File: src/include/frl_pkg.sv
// Package with read types, latency constants and the five frequency tables for the read-latency block.
package frl_pkg;
  localparam int          LAT_W          = 4;
  localparam int          CNT_W          = 6;
  localparam logic [3:0]  LAT_RESET      = 4'h8;
  localparam logic [5:0]  FIXED_SFDP_DUMMY = 6'h08;
  localparam logic [5:0]  FIXED_UID_DUMMY  = 6'h20;
  localparam logic [2:0]  MODE_DUAL_IO   = 3'h4;
  localparam logic [2:0]  MODE_QUAD_IO   = 3'h2;
  localparam logic [2:0]  MODE_DDR_QUAD  = 3'h1;
  localparam logic [2:0]  MODE_NONE      = 3'h0;
  localparam int          SDR_MAX_MHZ    = 133;
  localparam int          DDR_MAX_MHZ    = 80;
  localparam int          QUAD_IO_L0_MHZ = 40;
  localparam int          CLK_PERIOD_NS  = 8;

  typedef enum logic [3:0] {
    FRL_RD_PLAIN     = 4'h0,
    FRL_RD_FAST      = 4'h1,
    FRL_RD_DUAL_OUT  = 4'h2,
    FRL_RD_QUAD_OUT  = 4'h3,
    FRL_RD_DUAL_IO   = 4'h4,
    FRL_RD_QUAD_IO   = 4'h5,
    FRL_RD_DDR_QUAD  = 4'h6,
    FRL_RD_OTP       = 4'h7,
    FRL_RD_ECC       = 4'h8,
    FRL_RD_ECC_WIDE  = 4'h9,
    FRL_RD_ANY_REG   = 4'ha,
    FRL_RD_SFDP      = 4'hb,
    FRL_RD_UID       = 4'hc
  } frl_read_t;

  typedef enum logic [3:0] {
    FRL_IDLE  = 4'b0001,
    FRL_MODE  = 4'b0010,
    FRL_DUMMY = 4'b0100,
    FRL_DATA  = 4'b1000
  } frl_state_t;

  // Mode-bit cycles that follow the address for each read type.
  function automatic logic [2:0] frl_mode_cycles(input frl_read_t rd);
    unique case (rd)
      FRL_RD_DUAL_IO:  frl_mode_cycles = MODE_DUAL_IO;
      FRL_RD_QUAD_IO:  frl_mode_cycles = MODE_QUAD_IO;
      FRL_RD_DDR_QUAD: frl_mode_cycles = MODE_DDR_QUAD;
      default:         frl_mode_cycles = MODE_NONE;
    endcase
  endfunction : frl_mode_cycles

  // Dummy cycles after the mode bits; fixed reads ignore the latency code.
  function automatic logic [5:0] frl_dummy_cycles(input frl_read_t rd, input logic [3:0] lat);
    unique case (rd)
      FRL_RD_PLAIN: frl_dummy_cycles = 6'h00;
      FRL_RD_SFDP:  frl_dummy_cycles = FIXED_SFDP_DUMMY;
      FRL_RD_UID:   frl_dummy_cycles = FIXED_UID_DUMMY;
      default:      frl_dummy_cycles = {2'b00, lat};
    endcase
  endfunction : frl_dummy_cycles

  // Highest serial clock in MHz by latency code, code 0 rightmost; 0 marks a code that is not allowed.
  localparam logic [15:0][7:0] FREQ_STD_MHZ      = {8'h85, 8'h85, 8'h85, 8'h85, 8'h85, 8'h85, 8'h85, 8'h85,
                                                     8'h85, 8'h81, 8'h74, 8'h68, 8'h5c, 8'h50, 8'h42, 8'h32};
  localparam logic [15:0][7:0] FREQ_DUAL_IO_MHZ  = {8'h85, 8'h85, 8'h85, 8'h85, 8'h85, 8'h85, 8'h85, 8'h85,
                                                     8'h85, 8'h85, 8'h85, 8'h81, 8'h74, 8'h68, 8'h5c, 8'h50};
  localparam logic [15:0][7:0] FREQ_QUAD_IO_MHZ  = {8'h85, 8'h85, 8'h85, 8'h85, 8'h85, 8'h85, 8'h85, 8'h85,
                                                     8'h81, 8'h74, 8'h68, 8'h5c, 8'h50, 8'h42, 8'h35, 8'h28};
  localparam logic [15:0][7:0] FREQ_ECC_WIDE_MHZ = {8'h85, 8'h85, 8'h85, 8'h85, 8'h85, 8'h85, 8'h81, 8'h74,
                                                     8'h68, 8'h5c, 8'h50, 8'h42, 8'h35, 8'h28, 8'h1a, 8'h10};
  localparam logic [15:0][7:0] FREQ_DDR_QUAD_MHZ = {8'h50, 8'h50, 8'h50, 8'h50, 8'h50, 8'h50, 8'h50, 8'h50,
                                                     8'h50, 8'h50, 8'h44, 8'h39, 8'h2d, 8'h22, 8'h16, 8'h00};

  // Highest serial clock in MHz allowed for a read type and latency code; 0 means not allowed.
  // Fixed-latency reads ignore the code and are held only to the single-rate ceiling.
  function automatic int frl_max_mhz(input frl_read_t rd, input logic [3:0] lat);
    int f;
    f = 0;
    unique case (rd)
      FRL_RD_DUAL_IO:  f = int'(FREQ_DUAL_IO_MHZ[lat]);
      FRL_RD_QUAD_IO:  f = int'(FREQ_QUAD_IO_MHZ[lat]);
      FRL_RD_ECC_WIDE: f = int'(FREQ_ECC_WIDE_MHZ[lat]);
      FRL_RD_DDR_QUAD: f = int'(FREQ_DDR_QUAD_MHZ[lat]);
      FRL_RD_PLAIN, FRL_RD_SFDP, FRL_RD_UID: f = SDR_MAX_MHZ;
      default:         f = int'(FREQ_STD_MHZ[lat]);
    endcase
    if (rd == FRL_RD_DDR_QUAD && f > DDR_MAX_MHZ) f = DDR_MAX_MHZ;
    if (f > SDR_MAX_MHZ) f = SDR_MAX_MHZ;
    frl_max_mhz = f;
  endfunction : frl_max_mhz
endpackage : frl_pkg

File: src/include/frl_link_if.sv
// Interface joining the flash read-latency device end and the host end.
`timescale 1ns/10ps
`default_nettype none
interface frl_link_if;
  import frl_pkg::*;
  logic        cs_n;
  logic        addr_done;
  frl_read_t   read_type;
  logic [3:0]  lat_code;
  logic        data_valid;
  logic [7:0]  data;

  modport device (
    input  cs_n,
    input  addr_done,
    input  read_type,
    input  lat_code,
    output data_valid,
    output data
  );
  modport host (
    output cs_n,
    output addr_done,
    output read_type,
    output lat_code,
    input  data_valid,
    input  data
  );
endinterface : frl_link_if
`default_nettype wire

File: src/hdl/frl_device.sv
// Device end: counts mode and dummy cycles after the address and then returns read data.
`timescale 1ns/10ps
`default_nettype none
// Overview of operation
// RQ1: dummy count from four-bit latency field
// RQ2: listed reads use the variable latency
// RQ3: host picks code fast enough for clock
// RQ4: clock never above 133 SDR, 80 DDR
// RQ5: mode bits come right after address
// RQ6: wait equals mode cycles plus latency
// RQ7: quad I/O carries two mode cycles
// RQ8: dual I/O four, DDR quad one
// RQ9: quad I/O at code zero: 40 MHz
// RQ10: plain read has no dummy cycles
// RQ11: parameter read always eight dummy cycles
// RQ12: unique id read always 32 dummy cycles
module frl_device
  import frl_pkg::*;
(
  input  wire logic        core_clk,
  input  wire logic        reset_n,
  input  wire logic        clk_en,
  frl_link_if.device       link,
  input  wire logic [7:0]  array_data,
  output logic             data_phase
);
  frl_state_t  state;
  frl_state_t  next_state;
  logic [5:0]  count;
  logic [5:0]  next_count;
  logic [5:0]  dummy_len;
  logic [5:0]  next_dummy_len;
  logic        valid;
  logic        next_valid;
  logic [7:0]  dout;
  logic [7:0]  next_dout;
  logic [2:0]  mode_len;
  logic [5:0]  dummy_req;
  logic        var_lat;
  logic [5:0]  fixed_len;

  // Per read type: whether the latency code applies, how many mode-bit cycles follow the address,
  // and the fixed dummy count of the reads that ignore the code.
  always_comb begin
    unique case (link.read_type)
      FRL_RD_PLAIN: begin
        var_lat   = 1'b0;
        mode_len  = MODE_NONE;
        fixed_len = 6'h00; // RQ10
      end
      FRL_RD_FAST: begin
        var_lat   = 1'b1; // RQ2
        mode_len  = MODE_NONE;
        fixed_len = 6'h00;
      end
      FRL_RD_DUAL_OUT: begin
        var_lat   = 1'b1; // RQ2
        mode_len  = MODE_NONE;
        fixed_len = 6'h00;
      end
      FRL_RD_QUAD_OUT: begin
        var_lat   = 1'b1; // RQ2
        mode_len  = MODE_NONE;
        fixed_len = 6'h00;
      end
      FRL_RD_DUAL_IO: begin
        var_lat   = 1'b1; // RQ2
        mode_len  = MODE_DUAL_IO; // RQ8
        fixed_len = 6'h00;
      end
      FRL_RD_QUAD_IO: begin
        var_lat   = 1'b1; // RQ2
        mode_len  = MODE_QUAD_IO; // RQ7
        fixed_len = 6'h00;
      end
      FRL_RD_DDR_QUAD: begin
        var_lat   = 1'b1; // RQ2
        mode_len  = MODE_DDR_QUAD; // RQ8
        fixed_len = 6'h00;
      end
      FRL_RD_OTP: begin
        var_lat   = 1'b1; // RQ2
        mode_len  = MODE_NONE;
        fixed_len = 6'h00;
      end
      FRL_RD_ECC: begin
        var_lat   = 1'b1; // RQ2
        mode_len  = MODE_NONE;
        fixed_len = 6'h00;
      end
      FRL_RD_ECC_WIDE: begin
        var_lat   = 1'b1; // RQ2
        mode_len  = MODE_NONE; // RQ8
        fixed_len = 6'h00;
      end
      FRL_RD_ANY_REG: begin
        var_lat   = 1'b1; // RQ2
        mode_len  = MODE_NONE;
        fixed_len = 6'h00;
      end
      FRL_RD_SFDP: begin
        var_lat   = 1'b0;
        mode_len  = MODE_NONE;
        fixed_len = FIXED_SFDP_DUMMY; // RQ11
      end
      FRL_RD_UID: begin
        var_lat   = 1'b0;
        mode_len  = MODE_NONE;
        fixed_len = FIXED_UID_DUMMY; // RQ12
      end
      // Unused codes behave as a plain read with no wait.
      default: begin
        var_lat   = 1'b0;
        mode_len  = MODE_NONE;
        fixed_len = 6'h00;
      end
    endcase
  end

  // Mode cycles are counted apart; the latency code only sets the dummy period.
  assign dummy_req = var_lat ? {2'b00, link.lat_code} : fixed_len; // RQ1 RQ6

  // State group: a high select drops any read in progress back to idle at once.
  always_comb begin
    next_state     = state;
    next_count     = count;
    next_dummy_len = dummy_len;
    if (link.cs_n) begin
      next_state = FRL_IDLE;
      next_count = 6'h00;
    end else begin
      unique case (state)
        FRL_IDLE: begin
          if (link.addr_done) begin
            next_dummy_len = dummy_req;
            next_count     = 6'h00;
            if (mode_len != MODE_NONE) begin
              next_state = FRL_MODE; // RQ5
              next_count = {3'b000, mode_len};
            end else if (dummy_req != 6'h00) begin
              next_state = FRL_DUMMY;
              next_count = dummy_req;
            end else begin
              next_state = FRL_DATA; // RQ10
            end
          end
        end
        FRL_MODE: begin
          next_count = count - 6'h01;
          if (count == 6'h01) begin
            // Mode cycles are separate; dummy cycles start afterwards.
            if (dummy_len != 6'h00) begin
              next_state = FRL_DUMMY; // RQ6
              next_count = dummy_len;
            end else begin
              next_state = FRL_DATA;
            end
          end
        end
        FRL_DUMMY: begin
          next_count = count - 6'h01;
          if (count == 6'h01) next_state = FRL_DATA; // RQ6
        end
        FRL_DATA: next_state = FRL_DATA;
        default: next_state = FRL_IDLE;
      endcase
    end
  end

  // A low clock enable holds the state and every count.
  always_ff @(posedge core_clk or negedge reset_n) begin
    if (!reset_n) begin
      state     <= FRL_IDLE;
      count     <= 6'h00;
      dummy_len <= 6'h00;
    end else if (clk_en) begin
      state     <= next_state;
      count     <= next_count;
      dummy_len <= next_dummy_len;
    end
  end

  // Output group: one byte per cycle while the data state lasts and the host still selects.
  always_comb begin
    next_valid = 1'b0;
    next_dout  = dout;
    if (!link.cs_n && state == FRL_DATA) begin
      next_valid = 1'b1;
      next_dout  = array_data;
    end
  end

  always_ff @(posedge core_clk or negedge reset_n) begin
    if (!reset_n) begin
      valid <= 1'b0;
      dout  <= 8'h00;
    end else if (clk_en) begin
      valid <= next_valid;
      dout  <= next_dout;
    end
  end

  assign link.data_valid = valid;
  assign link.data       = dout;
  assign data_phase      = (state == FRL_DATA);
endmodule : frl_device
`default_nettype wire

File: src/flat_wrapper.sv
// flat-port wrapper written by rule: the top's interface ports become plain ports
module frl_device_flat import frl_pkg::*;
  (core_clk, reset_n, clk_en, array_data, data_phase, link_cs_n, link_addr_done, link_read_type, link_lat_code, link_data_valid, link_data);
  frl_link_if link_i ();
  input  wire logic core_clk;
  input  wire logic reset_n;
  input  wire logic clk_en;
  input  wire logic [7:0] array_data;
  output logic data_phase;
  input wire logic [$bits(link_i.cs_n)-1:0] link_cs_n;
  input wire logic [$bits(link_i.addr_done)-1:0] link_addr_done;
  input wire logic [$bits(link_i.read_type)-1:0] link_read_type;
  input wire logic [$bits(link_i.lat_code)-1:0] link_lat_code;
  output wire logic [$bits(link_i.data_valid)-1:0] link_data_valid;
  output wire logic [$bits(link_i.data)-1:0] link_data;
  assign link_i.cs_n = link_cs_n;
  assign link_i.addr_done = link_addr_done;
  assign link_i.read_type = link_read_type;
  assign link_i.lat_code = link_lat_code;
  assign link_data_valid = link_i.data_valid;
  assign link_data = link_i.data;
  frl_device u_core (.core_clk(core_clk), .reset_n(reset_n), .clk_en(clk_en), .link(link_i), .array_data(array_data), .data_phase(data_phase));
endmodule
File: config.mk
export PLATFORM = sky130hd
export DESIGN_NAME = frl_device_flat
export DESIGN_NICKNAME = d
export VERILOG_FILES = /design/src/include/frl_pkg.sv /design/src/include/frl_link_if.sv /design/src/hdl/frl_device.sv /design/src/flat_wrapper.sv
export SDC_FILE = /design/constraint.sdc
export NUM_CORES = 1
export LEC_CHECK = 0
export ABC_AREA = 1
export BUFFER_PORTS_ARGS = -buffer_cell sky130_fd_sc_hd__clkbuf_2
export CORE_MARGIN = 5
export CORE_UTILIZATION = 59
export CTS_BUF_LIST = sky130_fd_sc_hd__clkbuf_16
export CTS_CLUSTER_DIAMETER = 80
export DETAILED_ROUTE_END_ITERATION = 10
export PLACE_DENSITY = 0.84
export SKIP_LAST_GASP = 1
export SLEW_MARGIN = 25
export SYNTH_ARGS = -nofsm -noshare
export SYNTH_HDL_FRONTEND = slang
export SYNTH_SLANG_ARGS = --single-unit
File: constraint.sdc
create_clock -name core_clk -period 2.2 [get_ports core_clk]
set_input_delay 0.44 -clock core_clk [delete_from_list [all_inputs] [get_ports core_clk]]
set_output_delay 0.44 -clock core_clk [all_outputs]
set_load 0.05 [all_outputs]
### Word level (Yosys, flattened, before mapping)

Memory sizes are Yosys's and may differ from the RTL's.
Index checks and enable logic that the tools add are counted.

* output and inout port bits: 10
* memory bits (writable): 0
* bits in registers: 25
* input bits: 21
* memories: 1
* logic and storage cells: 43
* bits in read-only memories: 96
* latch bits: 0

Memories
* (name not given): words 16, width 6, read ports 1, clocked after Yosys merged registers in 0, write ports 0, RTL line frl_device.sv:45 `unique case (link.read_type)`

* $lt $le $gt $ge: 0
* reductions and logical operators: 10
* divide/modulo/power cells: 0
* eq/ne operators: 8
* multiply operators: 0
* multiplexer cells: 17
* add/sub/neg operators: 1
* shifts and indexed selects: 0
* bitwise logic cells: 1

Operators by type and width (number)
* 6-bit 2-to-1 mux: 7
* 4-bit 2-to-1 mux: 7
* 6-bit case mux with 3 select lines: 1
* 4-bit case mux with 4 select lines: 1
* 6-bit nonzero test: 2
* 4-bit AND reduction: 2
* 6-bit by 1-bit == test with 1-bit output (second input constant): 1
* 3-bit by 2-bit inequality test with 1-bit output (second input constant): 2
* 6-bit by 1-bit subtractor with 6-bit output (second input constant): 1
* 4-bit by 1-bit == test with 1-bit output (second input constant): 1
* 4-bit by 2-bit == test with 1-bit output (second input constant): 1
* 4-bit by 3-bit == test with 1-bit output (second input constant): 1
* 4-bit == test (second input constant): 1
* 4-bit nonzero test: 1
* 3-bit inequality test (second input constant): 1
* 3-bit AND reduction: 1
* 3-bit nonzero test: 1
* 2-bit AND reduction: 1
* 1-bit logical AND: 1
* 1-bit zero test: 1
* 1-bit 2-to-1 mux: 1
* 1-bit inverter: 1

### Depth between registers and ports, before layout

Gate-level depths: netlist of the first run.
An unclocked memory read counts as a cell.

* depth in word-level cells: 8
* mapped depth: 12
* mapped depth without buffers: 12

### Worst setup path after synthesis of the first run

Ideal clock, no wire load.

* kind: reg2reg
* start point: reg u_core.state[1]
* end point: reg u_core.dout[0], in the netlist u_core.link.data[0]
* clock period less this slack: 1492 ps
* slack: 708 ps
* buffers on the path: 0
* cell stages (with the launch flop): 6
* arrival time: 1367 ps
* setup time: 125 ps
* cell sequence: dfrtp_1 > nor2_1 > nand3_1 > inv_2 > nand2_4 > mux2_4

* word-level cells in the longest chain between the ends: 3

Ends and longest elaborated chain
* start: declaration: RTL line frl_device.sv:27 `frl_state_t state;`
* start signal: assignment: RTL line frl_device.sv:177 `state <= next_state;`
* 4-bit == test
* named net data_phase: RTL line flat_wrapper.sv:9 `output logic data_phase;`
* 1-bit logical AND: RTL line frl_device.sv:187 `if (!link.cs_n && state == FRL_DATA) begin`
* 2-bit AND reduction (no source line)
* end signal: assignment: RTL line frl_device.sv:199 `dout <= next_dout;`
* end: declaration: RTL line frl_device.sv:35 `logic [7:0] dout;`

The timed path passes the listed nets, and every way through them passes these cells.
A chain may end at the register's enable or synchronous reset.

### Final worst setup path of the first run

* start point: reg u_core.state[1]
* end point: out data_phase

* word-level cells in the longest chain between the ends: 1

Ends and longest elaborated chain
* 4-bit == test: RTL line frl_device.sv:205 `assign data_phase = (state == FRL_DATA);`
* end: declaration: RTL line flat_wrapper.sv:9

Every way passes these cells.

==> results of run 1 <==
==> registers in the layout, indices dropped and copies added, names as in the netlist <==
| register | cells |
|---|---|
| u_core.link.data_valid | 1 |
| u_core.state | 4 |
| u_core.link.data | 8 |
| u_core.count | 6 |
| u_core.dummy_len | 5 |
==> cell usage in the layout (no fill, tap or decap) <==
| cell | Yosys | final |
|---|---|---|
| a211oi_2 | 1 | 1 |
| a21oi_1 | 2 | 2 |
| a31o_2 | 1 | 1 |
| a31oi_1 | 1 | 1 |
| bufinv_16 | 0 | 1 |
| clkbuf_16 | 0 | 3 |
| clkbuf_2 | 0 | 30 |
| clkinv_2 | 1 | 1 |
| dfrtp_1 | 23 | 23 |
| dfstp_2 | 1 | 1 |
| ha_1 | 2 | 2 |
| inv_1 | 20 | 20 |
| inv_2 | 7 | 7 |
| inv_4 | 1 | 1 |
| mux2_4 | 8 | 8 |
| nand2_1 | 61 | 61 |
| nand2_2 | 3 | 3 |
| nand2_4 | 3 | 3 |
| nand3_1 | 18 | 18 |
| nand3_2 | 6 | 6 |
| nand4_1 | 8 | 8 |
| nor2_1 | 16 | 16 |
| nor2_2 | 4 | 4 |
| nor3_2 | 1 | 1 |
| nor3_4 | 1 | 1 |
| o21ai_0 | 9 | 9 |
| o21ai_1 | 2 | 2 |
| o31ai_1 | 2 | 2 |
| xor2_1 | 2 | 2 |
==> final timing paths <==
kind                                      from             endpoint  cells after the start
min reg2reg                u_core.link.data[7]  u_core.link.data[7]                      1
min in group core_clk            array_data[3]  u_core.link.data[3]                      2
max                            u_core.state[1]           data_phase                      4
min                                    reset_n      u_core.count[1]                      1
max in group asynchronous              reset_n  u_core.link.data[3]                      1
max reg2reg                    u_core.state[0]      u_core.count[1]                     11
==> power groups by stage <==
stage          Sequential, mW  Combinational [mW]  Clock, mW
6_report                0.718                1.21      0.522
5_1_grt                 0.738                1.34      0.543
4_1_cts                 0.714                1.21      0.526
3_5_place_dp            0.720                1.20          0
3_3_place_gp            0.713                1.18          0
2_1_floorplan           0.897               0.766          0
==> worst max-delay path: cells and delay by family, from the launching register on <==
| family | cells | cell delay (ns) |
|---|---|---|
| simple gates | 2 | 0.30 |
| buf+inv | 2 | 0.38 |
| flops | 1 | 0.42 |
==> cell families after synthesis <==
kind of cell | synth area share [%]
buf+inv | 7.80
xor+xnor | 1.10
compound gates | 6.77
fa+ha+maj | 1.57
flops | 37.9
simple gates | 37.3
mux | 7.56
==> final cells by class <==
| class | count | area [sq um] |
|---|---|---|
| Multi-Input combinational cell | 151 | 863 |
| Clock buffer | 3 | 75.1 |
| Clock inverter | 1 | 30.0 |
| Inverter | 29 | 113 |
| Fill cell | 206 | 652 |
| Timing Repair Buffer | 30 | 150 |
| Sequential cell | 24 | 602 |
| Tap cell | 30 | 37.5 |
==> layer usage <==
metal  wire length [um]  vias up  part of all wire (%)  GRT usage, %
li1                   -      730                     -             -
met1               1520      688                    41          28.7
met2               1850       63                    50          37.2
met3                298        5                   8.0          3.10
met4                 53        0                   1.4          7.27
met5                  0        -                     0             0
==> per-stage QoR <==
stage	utilization (%)	hold slack, ns	instances	power, mW	area [sq um]
floorplan	-	0.144	205	1.66	1590
global placement	70.0	0.467	264	1.89	1770
detailed placement	70.0	0.474	264	1.92	1770
CTS	74.2	0.198	268	2.45	1870
global route	74.2	0.235	268	2.62	1870
finish	74.2	0.178	268	2.45	1870
==> results.json, run 1 <==
{
  "status": "complete, no violations",
  "endpoint_kind": "primary output",
  "fin_ws_ns": 0.396,
  "regToRegSetupSlack_ns": 0.68,
  "synth_top_area_cell": "dfrtp_1",
  "gp_congestion": 0.831,
  "synth_nets": 228,
  "layout-drive-gt1-share_pct": 30.3,
  "setup_viol": 0,
  "grt_pass1_wl_um": 6220,
  "post-route-period-util_pct": 82.0,
  "cts_sinks": 24,
  "die_x_um": 61.9,
  "post-route-min-period_ns": 1.80,
  "syn_area_sq_um": 1590,
  "yosys_warnings": 0,
  "clockRootBuffer": "clkbuf_16",
  "cts_setup_buffers": 0,
  "synth_edf_count": 0,
  "syn_inst": 205,
  "crit_arrival_ns": 1.36,
  "nets": 262,
  "rsz0062_at_grt": "false",
  "htreeDepth": 1,
  "max-cap-violations": 0,
  "place_ws_ns": 0.676,
  "synthDistinctLibCells": 27,
  "first_iter_violations": 78,
  "seqPwrFrac_pct": 29.3,
  "die_h_um": 61.9,
  "async_reset_ff_share_pct": 100,
  "synth.most_common_cell": "nand2_1",
  "firstDrtPassIters": 4,
  "max_clock_freq_mhz": 554,
  "grtUsageTotal_pct": 21.9,
  "diodes": 0,
  "syn_to_final_growth_pct": 17.7,
  "swShare_pct": 44.2,
  "finalHoldViolCount": 0,
  "vdd_drop_max_mv": 1.05,
  "cts.repair.resized": 0,
  "antenna_found_initial": 0,
  "die_area_sq_um": 3830,
  "ys_seq_area_share_pct": 37.9,
  "final-max-slew-violation-count": 0,
  "grt_overflow": 0,
  "power.switching_mw": 1.08,
  "via_per_inst": 5.54,
  "avgSynthCellArea_sq_um": 7.75,
  "synth.top_cell.area_share_pct": 36.2,
  "coreArea_sq_um": 2520,
  "p_int_mw": 1.37,
  "yosys_most_used_dff": "dfrtp_1",
  "routedWlPerCell_um": 13.9,
  "numCtsBuffers": 3,
  "pin_count": 31,
  "power_density_nw_per_um2": 1310,
  "path_cells": "nor2_1 -> nand3_1 -> inv_2 -> clkbuf_2",
  "dp_hpwl_um": 2810,
  "pwr-share-comb_pct": 49.3,
  "grt_start_max_net_pins": 25,
  "p_leak_nw": 1.05,
  "clkTransAtPathRegs_ns": 0.06,
  "worst_pin_slew_ns": 0.606,
  "crit_type": "reg2out",
  "skew_ns": 0.00195,
  "crit_slowest_cell": "dfrtp_1",
  "slowest_delay_ns": 0.42,
  "clk_latency_ns": 0.26,
  "port_buffers": 30,
  "route.vias.total": 1486,
  "cts_hold_buf": 0,
  "hp-class": "in2async",
  "drt_wl_total_um": 3720,
  "initial_core_util_pct": 63.0,
  "worstSetupStartpointType": "flop",
  "setup_tns_ns": 0,
  "clock_tree.buffer_depth": 2,
  "cts_tree": "built",
  "cp_max_fo": 4,
  "slew_headroom_pct": 59.6,
  "ys_ff_latch": 24,
  "antenna_left": 0,
  "pwr-share-clk_pct": 21.3,
  "required_ns": 1.76,
  "grt_pass1_vias": 1384,
  "drc": 0,
  "rows": 18,
  "synth_area_leaders": "dfrtp_1, nand2_1, mux2_4, nand3_1, inv_1",
  "netlist_top_cells_count": "nand2_1, dfrtp_1, inv_1, nand3_1, nor2_1"
}
Power figures use the tool's default switching activity.
==> run 2: changes to the inputs <==
--- a/config.mk
+++ b/config.mk
@@ -8,11 +8,11 @@
 export ABC_AREA = 1
 export BUFFER_PORTS_ARGS = -buffer_cell sky130_fd_sc_hd__clkbuf_2
 export CORE_MARGIN = 5
-export CORE_UTILIZATION = 59
+export CORE_UTILIZATION = 55
 export CTS_BUF_LIST = sky130_fd_sc_hd__clkbuf_16
 export CTS_CLUSTER_DIAMETER = 80
 export DETAILED_ROUTE_END_ITERATION = 10
-export PLACE_DENSITY = 0.84
+export PLACE_DENSITY = 0.8
 export SKIP_LAST_GASP = 1
 export SLEW_MARGIN = 25
 export SYNTH_ARGS = -nofsm -noshare
==> constraint.sdc (replaced) <==
create_clock -name core_clk -period 1.68 [get_ports core_clk]
set_input_delay 0.336 -clock core_clk [delete_from_list [all_inputs] [get_ports core_clk]]
set_output_delay 0.336 -clock core_clk [all_outputs]
set_load 0.05 [all_outputs]
==> run 2 against run 1 <==
  * Worst hold slack got worse by 0.11 ns
  * Non-clock buffer count unchanged
  * Total power increased by 31%
  * Core utilization decreased by 6.0 points
  * Die area increased by 6.1%
  * Clock power increased by 30%
  * Global-route usage decreased by 4.1 points
  * Combinational power increased by 31%
  * Register-to-register slack got worse by 0.50 ns
  * Critical path depth unchanged
  * Sequential power increased by 30%
==> results.json, run 2 (synthesis results as in run 1) <==
{
  "status": "complete, no violations",
  "max_clock_freq_mhz": 644,
  "antenna_found_initial": 0,
  "firstDrtPassIters": 4,
  "htreeDepth": 1,
  "diodes": 0,
  "vdd_drop_max_mv": 1.54,
  "grt_pass1_vias": 1365,
  "crit_type": "reg2out",
  "final_common_cell": "nand2_1",
  "rows": 19,
  "post-route-min-period_ns": 1.55,
  "rsz0062_at_grt": "false",
  "clockRootBuffer": "clkbuf_16",
  "via_per_inst": 5.33,
  "die_area_sq_um": 4060,
  "drt_wl_total_um": 3430,
  "setup_tns_ns": 0,
  "final-max-slew-violation-count": 0,
  "setup_viol": 0,
  "cts_tree": "built",
  "fin_area_sq_um": 1880,
  "initial_core_util_pct": 57.6,
  "die_h_um": 63.8,
  "hp-class": "in2async",
  "nets": 262,
  "slowest_delay_ns": 0.42,
  "endpoint_kind": "primary output",
  "worst-path-buf-inv": 2,
  "worst_pin_slew_ns": 0.599,
  "path_cells": "nor2_2 -> nand3_1 -> inv_2 -> buf_6",
  "worstSetupStartpoint": "u_core.state[1]",
  "grtUsageTotal_pct": 17.8,
  "cts_sinks": 24,
  "finalHoldViolCount": 0,
  "clkTransAtPathRegs_ns": 0.06,
  "worstSetupStartpointType": "flop",
  "largest_reg_flops": 8,
  "crit_arrival_ns": 1.22,
  "grt_pass1_wl_um": 5930,
  "gp_congestion": 0.870,
  "place_area_sq_um": 1770,
  "clk_latency_ns": 0.26,
  "port_buffers": 30,
  "die_x_um": 63.8,
  "layout-drive-gt1-share_pct": 30.7,
  "post-route-period-util_pct": 92.4,
  "slew_headroom_pct": 60.1,
  "pin_count": 31,
  "final_cell_mix": "nand2_1, clkbuf_2, dfrtp_1",
  "numCtsBuffers": 3,
  "drc": 0,
  "p_leak_nw": 1.05,
  "grt_start_max_net_pins": 25,
  "power_density_nw_per_um2": 1700,
  "first_iter_violations": 42,
  "cp_max_fo": 4,
  "max-cap-violations": 0,
  "grt_overflow": 0,
  "route.vias.total": 1434,
  "path_delay_family": "flip-flops",
  "dp_hpwl_um": 2660,
  "routedWlPerCell_um": 12.8,
  "r2r_start": "u_core.state[0]",
  "clock_tree.buffer_depth": 2,
  "antenna_left": 0,
  "skew_ns": 0.00256,
  "coreArea_sq_um": 2760,
  "crit_slowest_cell": "dfrtp_1",
  "syn_to_final_growth_pct": 18.3,
  "required_ns": 1.34
}
run 2: cell types whose count changed in the layout (fill, tap and decap cells not counted), sizes merged:
| cell | previous run | this run |
|---|---|---|
| clkbuf | 33 | 32 |
| buf | 0 | 1 |
run 2: area by class of cell:
type,count,area [sq um]
Multi-Input combinational cell,151,866
Clock buffer,3,75.1
Fill cell,230,877
Tap cell,31,38.8
Timing Repair Buffer,30,156
Clock inverter,1,30.0
Inverter,29,113
Sequential cell,24,602
run 2: where the power goes:
| part | leakage [nW] | switching (mW) | internal, mW | total, mW |
|---|---|---|---|---|
| clock network | 0.0511 | 0.206 | 0.474 | 0.679 |
| logic | 0.682 | 1.05 | 0.537 | 1.58 |
| registers | 0.321 | 0.152 | 0.783 | 0.935 |
run 2: worst reg2reg max path: cells and delay by family (launching register included):
family                 cells  cell delay [ns]
flip-flops                 1             0.53
AND/OR/NAND/NOR            7             0.56
buffers and inverters      4             0.31
run 2: worst paths after layout:
check | end | slack [ns] | cells after the start
max | data_phase | 0.13 | 4
min | u_core.dummy_len[5] | 0.07 | 1
max reg2reg | u_core.count[3] | 0.18 | 11
min reg2reg | u_core.link.data_valid | 0.50 | 2
max in group asynchronous | u_core.link.data[1] | 1.22 | 1
min in group core_clk | u_core.link.data[7] | 0.31 | 2
run 2: through the flow:
step | cells | setup WS, ns | power (mW) | util, % | hold WS [ns]
finish | 269 | 0.128 | 3.20 | 68.2 | 0.0702
detailed placement | 265 | 0.207 | 2.50 | 64.1 | 0.371
global route | 269 | 0.0147 | 3.44 | 68.2 | 0.132
CTS | 269 | 0.0277 | 3.21 | 68.0 | 0.0947
global placement | 265 | 0.235 | 2.48 | 64.1 | 0.366
floorplan | 205 | 0.188 | 2.18 | - | 0.0404
run 2: repair_timing:
action / in CTS / in global routing
gates resized for setup: 1 / 3
setup buffers: 0 / 0
setup endpoints to repair: 1 / 1
hold endpoints to repair: 0 / 0
hold buffers: 0 / 0
run 2: layer usage:
metal / GRT usage, % / wire length [um]
met1: 22.0 / 1480
met2: 31.6 / 1720
met3: 2.28 / 168
met4: 6.49 / 63
met5: 0 / 0
==> run 3: changes to the inputs <==
--- a/config.mk
+++ b/config.mk
@@ -8,11 +8,10 @@
 export ABC_AREA = 1
 export BUFFER_PORTS_ARGS = -buffer_cell sky130_fd_sc_hd__clkbuf_2
 export CORE_MARGIN = 5
-export CORE_UTILIZATION = 55
-export CTS_BUF_LIST = sky130_fd_sc_hd__clkbuf_16
+export CORE_UTILIZATION = 40
+export CTS_BUF_LIST = sky130_fd_sc_hd__clkbuf_4
 export CTS_CLUSTER_DIAMETER = 80
 export DETAILED_ROUTE_END_ITERATION = 10
-export PLACE_DENSITY = 0.8
 export SKIP_LAST_GASP = 1
 export SLEW_MARGIN = 25
 export SYNTH_ARGS = -nofsm -noshare
==> run 3 against run 2 <==
  * Sequential share of layout area rose by 0.48 points
  * Register-to-register slack got worse by 0.08 ns
  * Design area shrank 1.5%
  * The run now ends with hold timing left
  * Critical endpoint is now u_core.count[3]
  * Largest cell class unchanged
  * Count of clock-buffer cells in the layout is the same
  * Worst setup slack worse by 0.032 ns
  * Global-route usage fell by 3.5 points
==> results.json, run 3 (synthesis results as in run 1) <==
{
  "status": "finished with violations",
  "violations": "hold timing",
  "layout-drive-gt1-share_pct": 31.3,
  "rows": 23,
  "cts_hold_buf": 0,
  "stdcell_count": 290,
  "initial_core_util_pct": 40.6,
  "max-cap-violations": 0,
  "slew_headroom_pct": 59.0,
  "drc": 0,
  "r2r_end": "u_core.count[3]",
  "skew_ns": 0.00489,
  "required_ns": 1.90,
  "p_leak_nw": 1.03,
  "clk_latency_ns": 0.32,
  "via_per_inst": 4.71,
  "final-max-slew-violation-count": 0,
  "port_buffers": 30,
  "route.vias.total": 1366,
  "clock_tree.buffer_depth": 2,
  "firstDrtPassIters": 4,
  "grt_pass1_vias": 1379,
  "antenna_left": 0,
  "clkTransAtPathRegs_ns": 0.13,
  "cts_tree": "built",
  "coreArea_sq_um": 3910,
  "diodes": 0,
  "htreeDepth": 1,
  "dp.cells": 284,
  "final_cell_mix": "nand2_1, clkbuf_2, dfrtp_1",
  "clockRootBuffer": "clkbuf_4",
  "nets": 264,
  "endpoint_kind": "flop",
  "rr_worst_depth": 11,
  "crit_arrival_ns": 1.81,
  "drt_wl_total_um": 3520,
  "first_iter_violations": 54,
  "grtUsageTotal_pct": 14.3,
  "post-route-min-period_ns": 1.58,
  "antenna_found_initial": 0,
  "max_clock_freq_mhz": 631,
  "hp-class": "in2async",
  "crit_type": "reg2reg",
  "regToRegSetupSlack_ns": 0.1,
  "die_h_um": 73.0,
  "syn_to_final_growth_pct": 16.6,
  "grt_start_max_net_pins": 25,
  "largest_reg_flops": 8,
  "power_density_nw_per_um2": 1510,
  "pin_count": 31,
  "cp_max_fo": 4,
  "grt_pass1_wl_um": 6090,
  "gp_congestion": 0.784,
  "die_area_sq_um": 5330,
  "worst_pin_slew_ns": 0.615,
  "die_x_um": 73.0,
  "finalHoldViolCount": 4,
  "setup_viol": 0,
  "grt_overflow": 0,
  "r2r_start": "u_core.state[0]",
  "hold_slack_ns": -0.00145,
  "final_common_cell": "nand2_1",
  "post-route-period-util_pct": 94.3,
  "worstSetupStartpointType": "flop",
  "routedWlPerCell_um": 12.1,
  "vdd_drop_max_mv": 0.514,
  "setup_tns_ns": 0,
  "cts_sinks": 24,
  "numCtsBuffers": 3,
  "dp_hpwl_um": 2770
}
-- run 3: per-layer routing --
metal | share of wire [%] | GRT usage [%]
met1 | 49 | 19.0
met5 | 0 | 0
met3 | 3.1 | 2.48
met2 | 47 | 23.6
met4 | 1.2 | 4.30
-- run 3: worst max-delay path by stage --
stage | from | end | slack, ns | depth (start not counted)
2_1_floorplan | u_core.state[1] | u_core.link.data[0] | 0.19 | 5
3_3_place_gp | u_core.state[0] | u_core.count[3] | 0.17 | 11
3_5_place_dp | u_core.state[0] | u_core.count[3] | 0.18 | 11
4_1_cts | u_core.state[1] | data_phase | 0.01 | 4
5_1_grt | u_core.state[0] | u_core.count[3] | -0.01 | 11
6_report | u_core.state[0] | u_core.count[3] | 0.1 | 11
-- run 3: timing repair --
action | 4_1_cts | 5_1_grt
setup buffers | 1 | 1
setup endpoints to repair | 1 | 4
gates resized for setup | 2 | 3
-- run 3: where the power goes --
group / total [mW] / switching, mW / internal (mW)
sequential: 0.940 / 0.159 / 0.781
combinational: 1.60 / 1.04 / 0.558
clock: 0.262 / 0.175 / 0.0871
-- run 3: per-stage QoR --
| step | utilization (%) | power, mW | cell area [sq um] | worst slack [ns] |
|---|---|---|---|---|
| after global placement | 45.7 | 2.50 | 1790 | 0.165 |
| final | 47.3 | 2.80 | 1850 | 0.0962 |
| after detailed placement | 45.7 | 2.50 | 1790 | 0.182 |
| after CTS | 46.8 | 2.79 | 1830 | 0.0134 |
| after global routing | 47.3 | 3.05 | 1850 | -0.0147 |
| after floorplan | - | 2.18 | 1590 | 0.188 |
-- run 3: final cells by class --
cell class	instances	area, sq um
flip-flops and latches	24	602
multi-input cells	151	876
clock buffers	3	22.5
clock inverters	1	3.75
well taps	50	62.6
inverters	29	113
repair buffers	32	174
fillers	427	2060
-- run 3: critical path, cell delays in order (launching register included) --
cell and delay, ns:
dfstp_2 0.58, inv_1 0.08, nor2_1 0.13, nand2_2 0.09
inv_2 0.10, nand2_1 0.05, nand2_1 0.06, inv_2 0.06
nand3_2 0.10, clkinv_2 0.08, nand3_1 0.10, nand2_1 0.05
